**src/rtl/fpl_pkg.sv**
```systemverilog
package fpl_pkg;

  // Register byte addresses on the Avalon-MM slave.
  localparam logic [12:0] FPL_OFS_CFG      = 13'h13B4;
  localparam logic [12:0] FPL_OFS_STATUS   = 13'h13D0;
  localparam logic [12:0] FPL_OFS_EXEC     = 13'h1300;
  localparam logic [12:0] FPL_OFS_IRQ_STAT = 13'h1320;
  localparam logic [12:0] FPL_OFS_IRQ_CLR  = 13'h1324;
  localparam logic [12:0] FPL_OFS_IRQ_EN   = 13'h1328;

  // Reset values.
  localparam logic [31:0] FPL_CFG_RST    = 32'h0000_0000;
  localparam logic [31:0] FPL_STATUS_RST = 32'h0000_0000;

  // Field positions of the pulse limit configuration.
  localparam int FPL_PGM_OVR_BIT = 0;
  localparam int FPL_PGM_VAL_LO  = 4;
  localparam int FPL_ERS_OVR_BIT = 16;
  localparam int FPL_ERS_VAL_LO  = 20;

  // Field positions of the command status word.
  localparam int FPL_ST_DONE    = 0;
  localparam int FPL_ST_PASS    = 1;
  localparam int FPL_ST_RUN     = 2;
  localparam int FPL_ST_PROT    = 4;
  localparam int FPL_ST_VERIFY  = 5;
  localparam int FPL_ST_ILLADDR = 6;
  localparam int FPL_ST_MODE    = 7;
  localparam int FPL_ST_MISC    = 12;

  // Hard-wired maximum pulse count when no override is active.
  localparam logic [11:0] FPL_HW_MAX_PULSES = 12'h3E8;

  // Command execute trigger field: bit 0 starts, bit 1 selects erase.
  localparam int FPL_EXEC_GO  = 0;
  localparam int FPL_EXEC_ERS = 1;

  // Interrupt event bit positions.
  localparam int FPL_IRQ_DONE = 0;
  localparam int FPL_IRQ_FAIL = 1;

  // Sequencer states, Gray coded along idle-check-pulse-wait-finish.
  typedef enum logic [2:0] {
    FPL_IDLE  = 3'b000,
    FPL_CHECK = 3'b001,
    FPL_PULSE = 3'b011,
    FPL_WAIT  = 3'b010,
    FPL_FIN   = 3'b110
  } fpl_state_e;

  // Avalon-MM request bundle.
  typedef struct packed {
    logic [12:0] address;
    logic        read;
    logic        write;
    logic [3:0]  byteenable;
    logic [31:0] writedata;
  } fpl_avm_req_s;

  // Flash array side answers for one pulse.
  typedef struct packed {
    logic pulse_ack;
    logic verify_ok;
    logic prot_hit;
    logic addr_bad;
    logic misc_err;
  } fpl_array_rsp_s;

endpackage

```
**src/rtl/fpl_byte_reg.sv**
```systemverilog
`timescale 1ns/1ns
// One 32-bit register with per-byte write enables, lock gating and registered read-out.
module fpl_byte_reg (
  input  wire logic        ref_clk_in,
  input  wire logic        nrst_in,
  input  wire logic [3:0]  be_in,
  input  wire logic        lock_in,
  input  wire logic [31:0] wdata_in,
  output logic      [31:0] q_out
);
  import fpl_pkg::*;

  // Each byte lane updates on its own enable unless the lock holds.
  genvar g;
  generate
    for (g = 0; g < 4; g++) begin : g_lane
      always_ff @(posedge ref_clk_in or negedge nrst_in) begin
        if (!nrst_in) begin
          q_out[g*8 +: 8] <= FPL_CFG_RST[g*8 +: 8];
        end else if (be_in[g] && !lock_in) begin
          q_out[g*8 +: 8] <= wdata_in[g*8 +: 8];
        end
      end
    end
  endgenerate
endmodule

```
**src/rtl/fpl_top.sv**
```systemverilog
`timescale 1ns/1ns
module fpl_top (
  input  wire logic                     ref_clk_in,
  input  wire logic                     nrst_in,
  input  wire fpl_pkg::fpl_avm_req_s    avm_req_in,
  output logic                          avm_waitrequest_out,
  output logic                          avm_readdatavalid_out,
  output logic [31:0]                   avm_readdata_out,
  input  wire logic                     banks_read_mode_in,
  input  wire fpl_pkg::fpl_array_rsp_s  array_rsp_in,
  output logic                          pulse_req_out,
  output logic                          pulse_erase_out,
  output logic [11:0]                   pulse_count_out,
  output logic                          irq_out
);
  import fpl_pkg::*;

  fpl_state_e  state_r;
  logic [31:0] cfg_q;
  logic [31:0] status_r;
  logic        erase_r;
  logic [11:0] count_r;
  logic [11:0] limit_r;
  logic [1:0]  irq_stat_r;
  logic [1:0]  irq_en_r;
  logic        ack_r;
  logic        busy;
  logic        wr_acc;
  logic        rd_acc;
  logic        exec_go;
  logic [3:0]  cfg_be;
  logic [11:0] pgm_lim;
  logic [11:0] ers_lim;
  logic        ev_done;
  logic        ev_fail;
  logic [1:0]  irq_clr;

  // Every access completes one cycle after it appears; waitrequest is low in that cycle.
  assign wr_acc  = avm_req_in.write && ack_r;
  assign rd_acc  = avm_req_in.read && ack_r;
  assign busy    = (state_r != FPL_IDLE);
  assign exec_go = wr_acc && avm_req_in.address == FPL_OFS_EXEC
                   && avm_req_in.byteenable[0] && avm_req_in.writedata[FPL_EXEC_GO];
  assign cfg_be  = (wr_acc && avm_req_in.address == FPL_OFS_CFG) ? avm_req_in.byteenable : 4'h0;

  // Configuration storage; the lock covers the whole command window.
  fpl_byte_reg u_cfg (
    .ref_clk_in (ref_clk_in),
    .nrst_in    (nrst_in),
    .be_in      (cfg_be),
    .lock_in    (busy),
    .wdata_in   (avm_req_in.writedata),
    .q_out      (cfg_q)
  );

  // Limit selection from the two override bits.
  always_comb begin
    pgm_lim = cfg_q[FPL_PGM_OVR_BIT] ? {4'h0, cfg_q[FPL_PGM_VAL_LO +: 8]}
                                     : FPL_HW_MAX_PULSES;
    if (cfg_q[FPL_ERS_OVR_BIT]) begin
      ers_lim = cfg_q[FPL_ERS_VAL_LO +: 12];
    end else begin
      ers_lim = pgm_lim;
    end
  end

  // Bus handshake: waitrequest drops for exactly one cycle per request.
  always_ff @(posedge ref_clk_in or negedge nrst_in) begin
    if (!nrst_in) begin
      ack_r <= 1'b0;
    end else begin
      ack_r <= (avm_req_in.read || avm_req_in.write) && !ack_r;
    end
  end

  // Waitrequest is its own register, loaded with the inverse of the handshake register's next value.
  always_ff @(posedge ref_clk_in or negedge nrst_in) begin
    if (!nrst_in) begin
      avm_waitrequest_out <= 1'b1;
    end else begin
      avm_waitrequest_out <= !((avm_req_in.read || avm_req_in.write) && !ack_r);
    end
  end

  // Read data mux; unmapped addresses read as zero.
  always_ff @(posedge ref_clk_in or negedge nrst_in) begin
    if (!nrst_in) begin
      avm_readdata_out      <= 32'h0000_0000;
      avm_readdatavalid_out <= 1'b0;
    end else begin
      avm_readdatavalid_out <= avm_req_in.read && !ack_r;
      if (avm_req_in.read && !ack_r) begin
        case (avm_req_in.address)
          FPL_OFS_CFG:      avm_readdata_out <= cfg_q;
          FPL_OFS_STATUS:   avm_readdata_out <= status_r;
          FPL_OFS_IRQ_STAT: avm_readdata_out <= {30'h0000_0000, irq_stat_r};
          FPL_OFS_IRQ_EN:   avm_readdata_out <= {30'h0000_0000, irq_en_r};
          default:          avm_readdata_out <= 32'h0000_0000;
        endcase
      end
    end
  end

  // Command sequencer: check banks, pulse up to the limit, finish.
  always_ff @(posedge ref_clk_in or negedge nrst_in) begin
    if (!nrst_in) begin
      state_r <= FPL_IDLE;
      erase_r <= 1'b0;
      limit_r <= 12'h000;
    end else begin
      case (state_r)
        FPL_IDLE: begin
          if (exec_go) begin
            state_r <= FPL_CHECK;
            erase_r <= avm_req_in.writedata[FPL_EXEC_ERS];
          end
        end
        FPL_CHECK: begin
          limit_r <= erase_r ? ers_lim : pgm_lim;
          state_r <= banks_read_mode_in ? FPL_PULSE : FPL_FIN;
        end
        FPL_PULSE: state_r <= FPL_WAIT;
        FPL_WAIT: begin
          if (array_rsp_in.pulse_ack) begin
            if (array_rsp_in.prot_hit || array_rsp_in.addr_bad || array_rsp_in.misc_err
                || array_rsp_in.verify_ok || count_r >= limit_r) begin
              state_r <= FPL_FIN;
            end else begin
              state_r <= FPL_PULSE;
            end
          end
        end
        FPL_FIN: state_r <= FPL_IDLE;
        default: state_r <= FPL_IDLE;
      endcase
    end
  end

  // Pulse counter, pulse request and erase select outputs.
  always_ff @(posedge ref_clk_in or negedge nrst_in) begin
    if (!nrst_in) begin
      count_r         <= 12'h000;
      pulse_req_out   <= 1'b0;
      pulse_erase_out <= 1'b0;
      pulse_count_out <= 12'h000;
    end else begin
      pulse_req_out <= 1'b0;
      if (state_r == FPL_CHECK) begin
        count_r         <= 12'h000;
        pulse_erase_out <= erase_r;  // The operation select shows even for a refused command.
      end else if (state_r == FPL_PULSE) begin
        count_r         <= count_r + 12'h001;
        pulse_req_out   <= 1'b1;
        pulse_erase_out <= erase_r;
      end
      pulse_count_out <= count_r;
    end
  end

  // Status word: cleared at start, running while busy, results at each pulse answer, done at finish.
  always_ff @(posedge ref_clk_in or negedge nrst_in) begin
    if (!nrst_in) begin
      status_r <= FPL_STATUS_RST;
    end else if (state_r == FPL_IDLE && exec_go) begin
      status_r              <= FPL_STATUS_RST;
      status_r[FPL_ST_RUN]  <= 1'b1;
    end else if (state_r == FPL_CHECK && !banks_read_mode_in) begin
      status_r[FPL_ST_MODE] <= 1'b1;
    end else if (state_r == FPL_WAIT && array_rsp_in.pulse_ack) begin
      status_r[FPL_ST_PROT]    <= array_rsp_in.prot_hit;
      status_r[FPL_ST_ILLADDR] <= array_rsp_in.addr_bad;
      status_r[FPL_ST_MISC]    <= array_rsp_in.misc_err;
      status_r[FPL_ST_VERIFY]  <= !array_rsp_in.verify_ok && count_r >= limit_r
                                  && !array_rsp_in.prot_hit && !array_rsp_in.addr_bad
                                  && !array_rsp_in.misc_err;
      status_r[FPL_ST_PASS]    <= array_rsp_in.verify_ok && !array_rsp_in.prot_hit
                                  && !array_rsp_in.addr_bad && !array_rsp_in.misc_err;
    end else if (state_r == FPL_FIN) begin
      status_r[FPL_ST_DONE] <= 1'b1;
      status_r[FPL_ST_RUN]  <= 1'b0;
    end
  end

  // Interrupt events, clear strobe and sticky status; set wins over clear.
  assign ev_done = (state_r == FPL_FIN);
  assign ev_fail = (state_r == FPL_FIN) && !status_r[FPL_ST_PASS];
  assign irq_clr = (wr_acc && avm_req_in.address == FPL_OFS_IRQ_CLR)
                   ? avm_req_in.writedata[1:0] : 2'b00;

  always_ff @(posedge ref_clk_in or negedge nrst_in) begin
    if (!nrst_in) begin
      irq_stat_r <= 2'b00;
      irq_en_r   <= 2'b00;
      irq_out    <= 1'b0;
    end else begin
      irq_stat_r <= (irq_stat_r & ~irq_clr) | {ev_fail, ev_done};
      if (wr_acc && avm_req_in.address == FPL_OFS_IRQ_EN) begin
        irq_en_r <= avm_req_in.writedata[1:0];
      end
      irq_out <= |((irq_stat_r & ~irq_clr | {ev_fail, ev_done}) & irq_en_r);
    end
  end
endmodule

```
**config.mk**
```make
export PLATFORM = sky130hd
export DESIGN_NAME = fpl_top
export DESIGN_NICKNAME = d
export VERILOG_FILES = /design/src/rtl/fpl_pkg.sv /design/src/rtl/fpl_byte_reg.sv /design/src/rtl/fpl_top.sv
export SDC_FILE = /design/constraint.sdc
export NUM_CORES = 1
export LEC_CHECK = 0
export BUFFER_PORTS_ARGS = -buffer_cell sky130_fd_sc_hd__buf_4
export CORE_MARGIN = 2
export CORE_UTILIZATION = 50
export CTS_BUF_LIST = sky130_fd_sc_hd__clkbuf_16
export DETAILED_ROUTE_END_ITERATION = 8
export PLACE_DENSITY_LB_ADDON = 0.3
export REMOVE_ABC_BUFFERS = 1
export SLEW_MARGIN = 30
export SYNTH_ARGS = -nofsm -noshare
export SYNTH_HDL_FRONTEND = slang
export SYNTH_SLANG_ARGS = --single-unit
export TNS_END_PERCENT = 5
```
**constraint.sdc**
```tcl
create_clock -name ref_clk_in -period 5.4 [get_ports ref_clk_in]
set_clock_uncertainty 0.2 [all_clocks]
set_input_delay 1.35 -clock ref_clk_in [delete_from_list [all_inputs] [get_ports ref_clk_in]]
set_output_delay 1.35 -clock ref_clk_in [all_outputs]
set_load 0.05 [all_outputs]
```
-- Word-level counts from Yosys, hierarchy flattened
Cells that the tools add are included.
- add/subtract/negate cells: 1
- multiply operators: 0
- div/mod/pow operators: 0
- $lt $le $gt $ge: 1
- eq/ne operators: 14
- shift operators: 0
- mux-type cells: 31
- bitwise operators: 4
- reductions and logical operators: 49
- operators with widths (cell ; count):
    32-bit case mux with 4 select lines ; 1
    13-bit equality test (second input constant) ; 6
    12-bit two-way mux ; 4
    1-bit logical AND ; 24
    3-bit two-way mux ; 8
    1-bit two-way mux ; 13
    12-bit by 1-bit adder with 12-bit output (second input constant) ; 1
    12-bit >= comparator ; 1
    3-bit case mux with 4 select lines ; 1
    10-bit two-way mux ; 1
    1-bit zero test ; 9
    4-bit two-way mux ; 2
    2-bit inequality test (second input constant) ; 4
    2-bit nonzero test ; 4
    3-bit by 2-bit equality test with 1-bit output (second input constant) ; 2
    2-bit AND reduction ; 3
    1-bit logical OR ; 5
    2-bit bitwise AND ; 2
    3-bit by 1-bit equality test with 1-bit output (second input constant) ; 1
    3-bit equality test (second input constant) ; 1
    3-bit zero test ; 1
    3-bit AND reduction ; 1
    3-bit nonzero test ; 1
    2-bit two-way mux ; 1
    3 further kinds ; 3
- flip-flop bits (word level): 122
- latch bits: 0
- bits in writable memories: 0
- memory bits (read-only): 0
- bits of input ports: 59
- output and inout bits: 49
- logic and storage cells: 121
- memories kept: 0

-- Depth between registers and ports, before layout
Gate-level depths: netlist of run 1.
- depth in word-level cells: 8
- mapped depth: 7
- depth with buffers taken out: 7

-- By module
A second synthesis of run 1 with hierarchy kept.
- cell total of the unflattened synthesis: 503
- area total of the unflattened synthesis: 5505.3 um^2
- modules (own cells, without submodules) (module ; times used ; cells an instance ; area each (um^2) ; seq. area each (um^2)):
    fpl_top ; 1 ; 431 ; 4154.0 ; 2253.4
    fpl_byte_reg ; 1 ; 72 ; 1351.3 ; 800.8

-- Worst setup path before layout of run 1
No wires, ideal clock.
- path kind: in2reg
- start: input avm_req_in[39] (netlist name)
- end: register erase_r
- setup time: 125 ps
- data arrival time: 2744 ps
- required time: 5075 ps
- setup slack: 2331 ps
- stages on the path: 4
- buffers on the path: 0
- cell sequence: or2_0 > or4_4 > nor4_4 > mux2_4
- word-level cells in the longest chain between the ends: 5
- RTL lines (what ; RTL line ; source):
    start: declaration ; fpl_top.sv:5 ; input wire fpl_pkg::fpl_avm_req_s avm_req_in,
    13-bit equality test ; fpl_top.sv:42 ; assign exec_go = wr_acc && avm_req_in.address == FPL_OFS_EXEC
    1-bit logical AND ; fpl_top.sv:42 ;
    1-bit logical AND (2 in series) ; fpl_top.sv:43 ; && avm_req_in.byteenable[0] && avm_req_in.writedata[FPL_EXEC_GO];
    2-bit AND reduction (no source line) ; n/a ;
    end signal: assignment ; fpl_top.sv:115 ; erase_r <= avm_req_in.writedata[FPL_EXEC_ERS];
    end: declaration ; fpl_top.sv:21 ; logic erase_r;
Every way passes these cells.
A chain may end at the register's enable or synchronous reset.

-- Worst setup path in the final report of run 1
- start: input avm_req_in[41] (netlist name)
- end: register u_cfg.q_out[20]
- word-level cells in the longest chain between the ends: 4
- RTL lines (what ; RTL line ; source):
    13-bit equality test ; fpl_top.sv:44 ; assign cfg_be = (wr_acc && avm_req_in.address == FPL_OFS_CFG) ? avm_req_in.byteenable : 4'h0;
    1-bit logical AND ; fpl_top.sv:44 ;
    4-bit two-way mux ; fpl_top.sv:44 ;
    1-bit logical AND ; fpl_byte_reg.sv:20 ; end else if (be_in[g] && !lock_in) begin
    end signal: indexed assignment ; fpl_byte_reg.sv:19 ; q_out[g*8 +: 8] <= FPL_CFG_RST[g*8 +: 8];
    end signal: indexed assignment ; fpl_byte_reg.sv:21 ; q_out[g*8 +: 8] <= wdata_in[g*8 +: 8];
    end: declaration ; fpl_byte_reg.sv:9 ; output logic [31:0] q_out
Every way passes these cells.

==> results of run 1 <==
## metrics by stage
stage | power [mW] | cells | utilization [%] | cell area, µm² | worst slack, ps
2_1_floorplan | 1.396 | 417 | - | 5275 | 2234
3_3_place_gp | 1.563 | 664 | 60.55 | 6279 | 2092
3_5_place_dp | 1.580 | 664 | 60.58 | 6282 | 2017
4_1_cts | 2.780 | 695 | 66.59 | 6905 | 2395
5_1_grt | 2.887 | 695 | 66.61 | 6908 | 2328
6_report | 2.769 | 695 | 66.61 | 6908 | 2381
## report_power, final
group          switching, mW  total, mW  internal (mW)
clock                  0.419       1.19          0.773
combinational          0.298      0.478          0.180
sequential            0.0842       1.10           1.01
total                  0.801       2.77           1.97
## cell usage in the layout (no fill, tap or decap), drive strengths merged, types with 7 or more instances in the layout
cell      n
mux2     38
a21oi    16
nand2    32
clkinv    7
dfrtp   121
inv      17
ha       13
nand3    19
o21ai    12
nor2     40
a22o     26
clkbuf   17
buf     111
## path summary, 6_finish.rpt
kind,end,startpoint,slack (ps)
max in group asynchronous,u_cfg.q_out[10],nrst_in,3240
max,u_cfg.q_out[20],avm_req_in[41],2380
min,pulse_count_out[11],count_r[11],230
min in group asynchronous,pulse_count_out[3],nrst_in,780
max reg2reg,limit_r[4],state_r[2],3010
min reg2reg,pulse_count_out[11],count_r[11],230
## worst register-to-register path, cell delays in order, from the launching register on
cell and delay [ps]:
dfrtp_1 470, nand2b_1 300, nor2_1 750, buf_4 340
nor2_1 70, a31oi_1 170
## cells in the mapped netlist, types with 2 or more instances
| cell type | number | area, µm² |
|---|---|---|
| and2_1 | 2 | 12.51 |
| inv_1 | 14 | 52.55 |
| dfrtp_1 | 121 | 3028 |
| nand4_1 | 6 | 37.54 |
| nor2_1 | 39 | 146.4 |
| nand3_4 | 4 | 70.07 |
| or3_1 | 3 | 18.77 |
| xor2_1 | 6 | 52.55 |
| and3_1 | 2 | 12.51 |
| o211ai_1 | 4 | 30.03 |
| nor4_4 | 2 | 42.54 |
| xnor2_1 | 2 | 17.52 |
| mux2_4 | 33 | 495.5 |
| or2_2 | 3 | 18.77 |
| ha_1 | 13 | 162.7 |
| nor3_1 | 4 | 20.02 |
| nand2b_1 | 6 | 37.54 |
| a211o_1 | 2 | 17.52 |
| a221oi_1 | 6 | 52.55 |
| a21o_1 | 3 | 22.52 |
| a22oi_1 | 3 | 22.52 |
| a22o_1 | 26 | 227.7 |
| buf_6 | 2 | 22.52 |
| nor2b_1 | 2 | 12.51 |
| a21oi_1 | 16 | 80.08 |
| o2bb2ai_1 | 2 | 17.52 |
| buf_2 | 2 | 10.01 |
| nand3_1 | 15 | 75.07 |
| nor3_2 | 2 | 20.02 |
| o21ai_0 | 11 | 55.05 |
| o31ai_1 | 2 | 15.01 |
| nand2_1 | 32 | 120.1 |
| nand3b_1 | 5 | 37.54 |
| a31oi_1 | 5 | 31.28 |
| clkbuf_1 | 12 | 45.04 |
| mux2_2 | 5 | 56.30 |
## per-layer routing
layer	global-route usage (%)	share of wire (%)	wire, µm
met1	31.54	43	5396
met2	36.07	49	6230
met3	4.843	5.9	743
met4	8.516	1.8	227
met5	0	0	0
## logic make-up after synthesis
logic type | synth area share [%]
AOI/OAI and AO/OA | 11.07
xor gates and xnor gates | 1.308
adders and majority gates | 3.037
buffers and inverters | 2.569
DFF | 57.02
muxes | 10.49
and+or+nand+nor | 14.51
## sequential cells by signal, indices dropped and copies added (netlist names)
signal / cells
ack_r: 1
avm_readdata_out: 32
avm_readdatavalid_out: 1
avm_waitrequest_out: 1
count_r: 12
erase_r: 1
irq_en_r: 2
irq_out: 1
irq_stat_r: 2
limit_r: 12
pulse_count_out: 12
pulse_erase_out: 1
pulse_req_out: 1
state_r: 3
status_r: 8
u_cfg.q_out: 32
## final cells by class
class | count | area (µm²) | area share [%]
Sequential cell | 122 | 3054 | 44.21
Inverter | 15 | 56.30 | 0.8151
Clock inverter | 14 | 197.7 | 2.862
Multi-Input combinational cell | 280 | 2167 | 31.37
Tap cell | 136 | 170.2 | 2.463
Clock buffer | 17 | 425.4 | 6.158
Timing Repair Buffer | 111 | 837.1 | 12.12
==> metrics.txt, run 1 <==
worst hold path class flop to flop; crit-path cells buf_4 > nor4b_1 > nand4_1 > nor2_4 > nand3_4 > mux2_4; worst hold path depth 0; GRT Resource Usage Total a little under a quarter; drt pass-1 iters 5; gpl congestion between 0.8 and 0.9; RSZ-0062 raised after global routing false; Seq cells post-synth 122; core area 10370 µm²; CP Data Required Time 5490 ps; Chip Height 107.5 µm; Num CTS Buffers 17; TritonCTS clock tree yes; largest net degree at the start of global routing 90; cell area after synthesis 5356 µm²; Critical Path AT just over 3000 ps; port bufs 107; CP max stage delay 500 ps; slew margin rel. 38.07%; Clock Sinks 122; # nets final 619; row count 37; final slew viol count 0; Clock Latency Late Sink slightly above 400 ps; GR Overflow Total 0; FFs w/ async S/R, synth 100.0%; P&R area growth vs syn 28.97%; Avg Vias per Cell roughly 5.6; CP bufs+invs 1; FILL cells 798; die area ~12000 µm²; Starting Density between 50% and 60%; post_cts resized 0; Routed WL per cell 18.13 µm; n_diodes 0; initial antenna violation count 0; most common flop cell mapped by yosys dfrtp_1; first-pass GRT wire length 20.27 mm; Reg clk slew, reported paths around 60 ps; period utilization between 50% and 60%; WP depth 6; R2R depth 5; Yosys cell types 53; status completed; Crit path max-delay family simple AND/OR/NAND/NOR gates; Post-Synthesis Cells 434; max cap viols 0; hold_ws 229.4 ps; post-route antenna net violation count 0; DRC 0; setup bufs post-CTS 0; Setup TNS 0 ps; hold_buf cts 0; Syn. warnings 0; total number of vias 3895; root buffer cell clkbuf_16; Die W around 110 µm; slowest cell on the critical path nor4b_1; Pleak 3.478 nW; sequential fraction of the synthesis area 57.02%; Avg Cell Area, Syn 12.34 µm²; CP startpoint kind primary input; Setup Viol. Count Final 0; number of flops mapped to enable cells by yosys 0; Boundary Pins 108; FMAX 331.2 MHz; Worst Tran Pin Value 925.5 ps; final hold violation count 0; share of cells above drive strength 1 34.88%; Final HPWL DP about 8.6 mm; number of H-tree levels 4; CTS max path bufs 2; fin crit period 3019 ps; CP Max Fanout 8; WL final roughly 13 mm; Pwr Density between 400 and 500 nW/µm²; Starting DRT DRC Count 262; WS Path Type primary input to flop; vias in the first global route 4044; worst IR drop on VDD 0.2227 mV; Setup crit end kind flop
Note: power is estimated with default switching activity, not from simulation.
==> run 2: changes to the inputs <==
--- a/config.mk
+++ b/config.mk
@@ -7,7 +7,7 @@
 export LEC_CHECK = 0
 export BUFFER_PORTS_ARGS = -buffer_cell sky130_fd_sc_hd__buf_4
 export CORE_MARGIN = 2
-export CORE_UTILIZATION = 50
+export CORE_UTILIZATION = 49
 export CTS_BUF_LIST = sky130_fd_sc_hd__clkbuf_16
 export DETAILED_ROUTE_END_ITERATION = 8
 export PLACE_DENSITY_LB_ADDON = 0.3
==> constraint.sdc (replaced) <==
create_clock -name ref_clk_in -period 2.6 [get_ports ref_clk_in]
set_clock_uncertainty 0.2 [all_clocks]
set_input_delay 0.65 -clock ref_clk_in [delete_from_list [all_inputs] [get_ports ref_clk_in]]
set_output_delay 0.65 -clock ref_clk_in [all_outputs]
set_load 0.05 [all_outputs]
==> metrics.txt, run 2 (synthesized netlist as in run 1, its figures left out) <==
status completed; RSZ-0062 raised after global routing false; busiest grt layer met2; TritonCTS clock tree yes; final hold violation count 0 (unchanged); crit-path cells nor3_1 > and3_1 > nand3_4 > mux2_4; row count 38 (+2.7%); final slew viol count 0 (unchanged); CP startpoint kind flop; Hold Path End pulse_count_out[11]; Pwr Density 786.4 nW/µm² (+96%); max cap viols 0 (unchanged); Starting DRT DRC Count 180 (-31%); die area 11780 µm² (+2.0%); Worst Tran Pin Value 567.8 ps (-357.7 ps); Num CTS Buffers 17 (unchanged); slowest cell on the critical path and3_1; Boundary Pins 108 (unchanged); n_diodes 0 (unchanged); top flop regs avm_readdata_out x32, u_cfg.q_out x32; most frequent cells in the layout dfrtp_1 (121), buf_4 (117), nor2_1 (39), mux2_4 (33), nand2_1 (32); worst IR drop on VDD 0.4568 mV (+110%); CP Max Fanout 8 (unchanged); Setup TNS 0 ps (unchanged); FMAX roughly 460 MHz; Final HPWL DP 8.543 mm (-0.36%); fin cells 711 (+2.3%); FILL cells 817 (+2.4%); GR Overflow Total 0 (unchanged); Reg clk slew, reported paths 50 ps (about the same); post_cts resized 0 (unchanged); Critical R2R Capture u_cfg.q_out[29]; core area 10750 µm² (+3.6%); period utilization 83.13%; first-pass GRT wire length 19.43 mm (-4.2%); WS Path Type flop to flop; met3 GRT Util 5.666% (+0.82 points); share of cells above drive strength 1 35.73% (+0.84 points); CP Data Required Time 2690 ps (-2800 ps); gpl congestion 0.8980 (+1.5%); slew margin rel. 61.85% (+24 points); Setup Viol. Count Final 0 (unchanged); post-route antenna net violation count 0 (unchanged); Critical Path AT 2250 ps (-860 ps); WL final 11.87 mm (-5.8%); Placed Cells 678 (+2.1%); DRC 0 (unchanged); drt pass-1 iters 4 (-1); GRT Resource Usage Total 21.78% (-1.2 points); total number of vias 3827 (-1.7%); R2R depth 4 (-1); Hold Path Origin count_r[11]; P&R area growth vs syn 30.27%; # nets final 630 (+1.8%); CP max stage delay 510 ps (about the same); Clock Latency Late Sink 400 ps (about the same); worst hold path depth 0 (unchanged); worst hold path class flop to flop; root buffer cell clkbuf_16; routing usage on met1 31.32% (-0.22 points); fin crit period 2161 ps; Die W 108.6 µm (+0.98%); vias in the first global route 3756 (-7.1%); number of H-tree levels 4 (unchanged); initial antenna violation count 0 (unchanged); Setup crit end kind flop; largest net degree at the start of global routing 61 (-32%); Chip Height 108.6 µm (+0.98%); Pleak 3.515 nW (+1.0%); Starting Density 49.85% (-1.8 points); setup slack, reg-to-reg 440 ps (-2570 ps); Clock Sinks 122 (unchanged); port bufs 107 (unchanged); Routed WL per cell 16.70 µm (-7.9%); leading cell type in the layout, fill and taps excluded dfrtp_1; RR Startpoint state_r[0]; met2 usage 32.05% (-4.0 points); CTS max path bufs 2 (unchanged); Avg Vias per Cell 5.383 (-4.0%)
run 2: cell types whose count changed in the layout (fill, tap and decap cells not counted):
cell           delta
nand2b_1          +1
clkinv_2          +6
inv_6             -2
clkinv_4          -4
buf_6             -1
buf_4             +7
bufinv_16         -2
buf_12            +4
inv_1             -1
nand2b_2          -1
clkinv_1          +2
dlygate4sd3_1     +1
clkinvlp_4        +2
run 2: critical path: cells and delay by family (launching register included):
| kind | cells | cell delay, ps |
|---|---|---|
| simple gates | 3 | 1110 |
| flops | 1 | 380 |
| mux | 1 | 360 |
run 2: where the power goes:
group          total, mW  internal, mW  switching (mW)
Sequential          2.24          2.11           0.126
Combinational       1.04         0.397           0.647
Clock               2.21          1.39           0.821
run 2: what timing repair did:
item	CTS	global route
hold buffers	1	0
setup buffers	0	0
hold endpoints to repair	3	0
run 2: area by class of cell:
type	instances	area, µm²	share of cell area (%)
Multi-Input combinational cell	280	2165	31.02
Clock inverter	15	133.9	1.919
Timing Repair Buffer	122	968.4	13.88
Clock buffer	17	425.4	6.096
Tap cell	140	175.2	2.510
Inverter	15	56.30	0.8069
Sequential cell	122	3054	43.77
run 2: worst max-delay path by stage:
stage	start	to	slack, ps	depth (start not counted)
global placement	avm_req_in[41]	u_cfg.q_out[29]	110	7
global route	state_r[0]	u_cfg.q_out[16]	400	4
CTS	state_r[0]	u_cfg.q_out[16]	460	4
detailed placement	avm_req_in[41]	u_cfg.q_out[16]	70	7
floorplan	avm_req_in[37]	avm_readdata_out[10]	130	3
finish	state_r[0]	u_cfg.q_out[29]	440	4
run 2: through the flow:
stage	worst slack (ps)	instance area, µm²	hold slack (ps)	total power, mW	utilization, %
finish	438.7	6978	243.6	5.488	64.94
global route	401.7	6978	243.7	5.760	64.94
CTS	456.1	6978	233.3	5.531	64.94
detailed placement	71.09	6409	223.9	3.312	59.64
global placement	107.2	6409	220.9	3.278	59.64
floorplan	134.3	5275	154.4	2.899	-
run 2: routing by layer:
layer | vias to the layer above | routed length, µm
met1 | 1876 | 5535
met3 | 20 | 705
met2 | 117 | 5429
met4 | 0 | 204
li1 | 1814 | -
met5 | - | 0
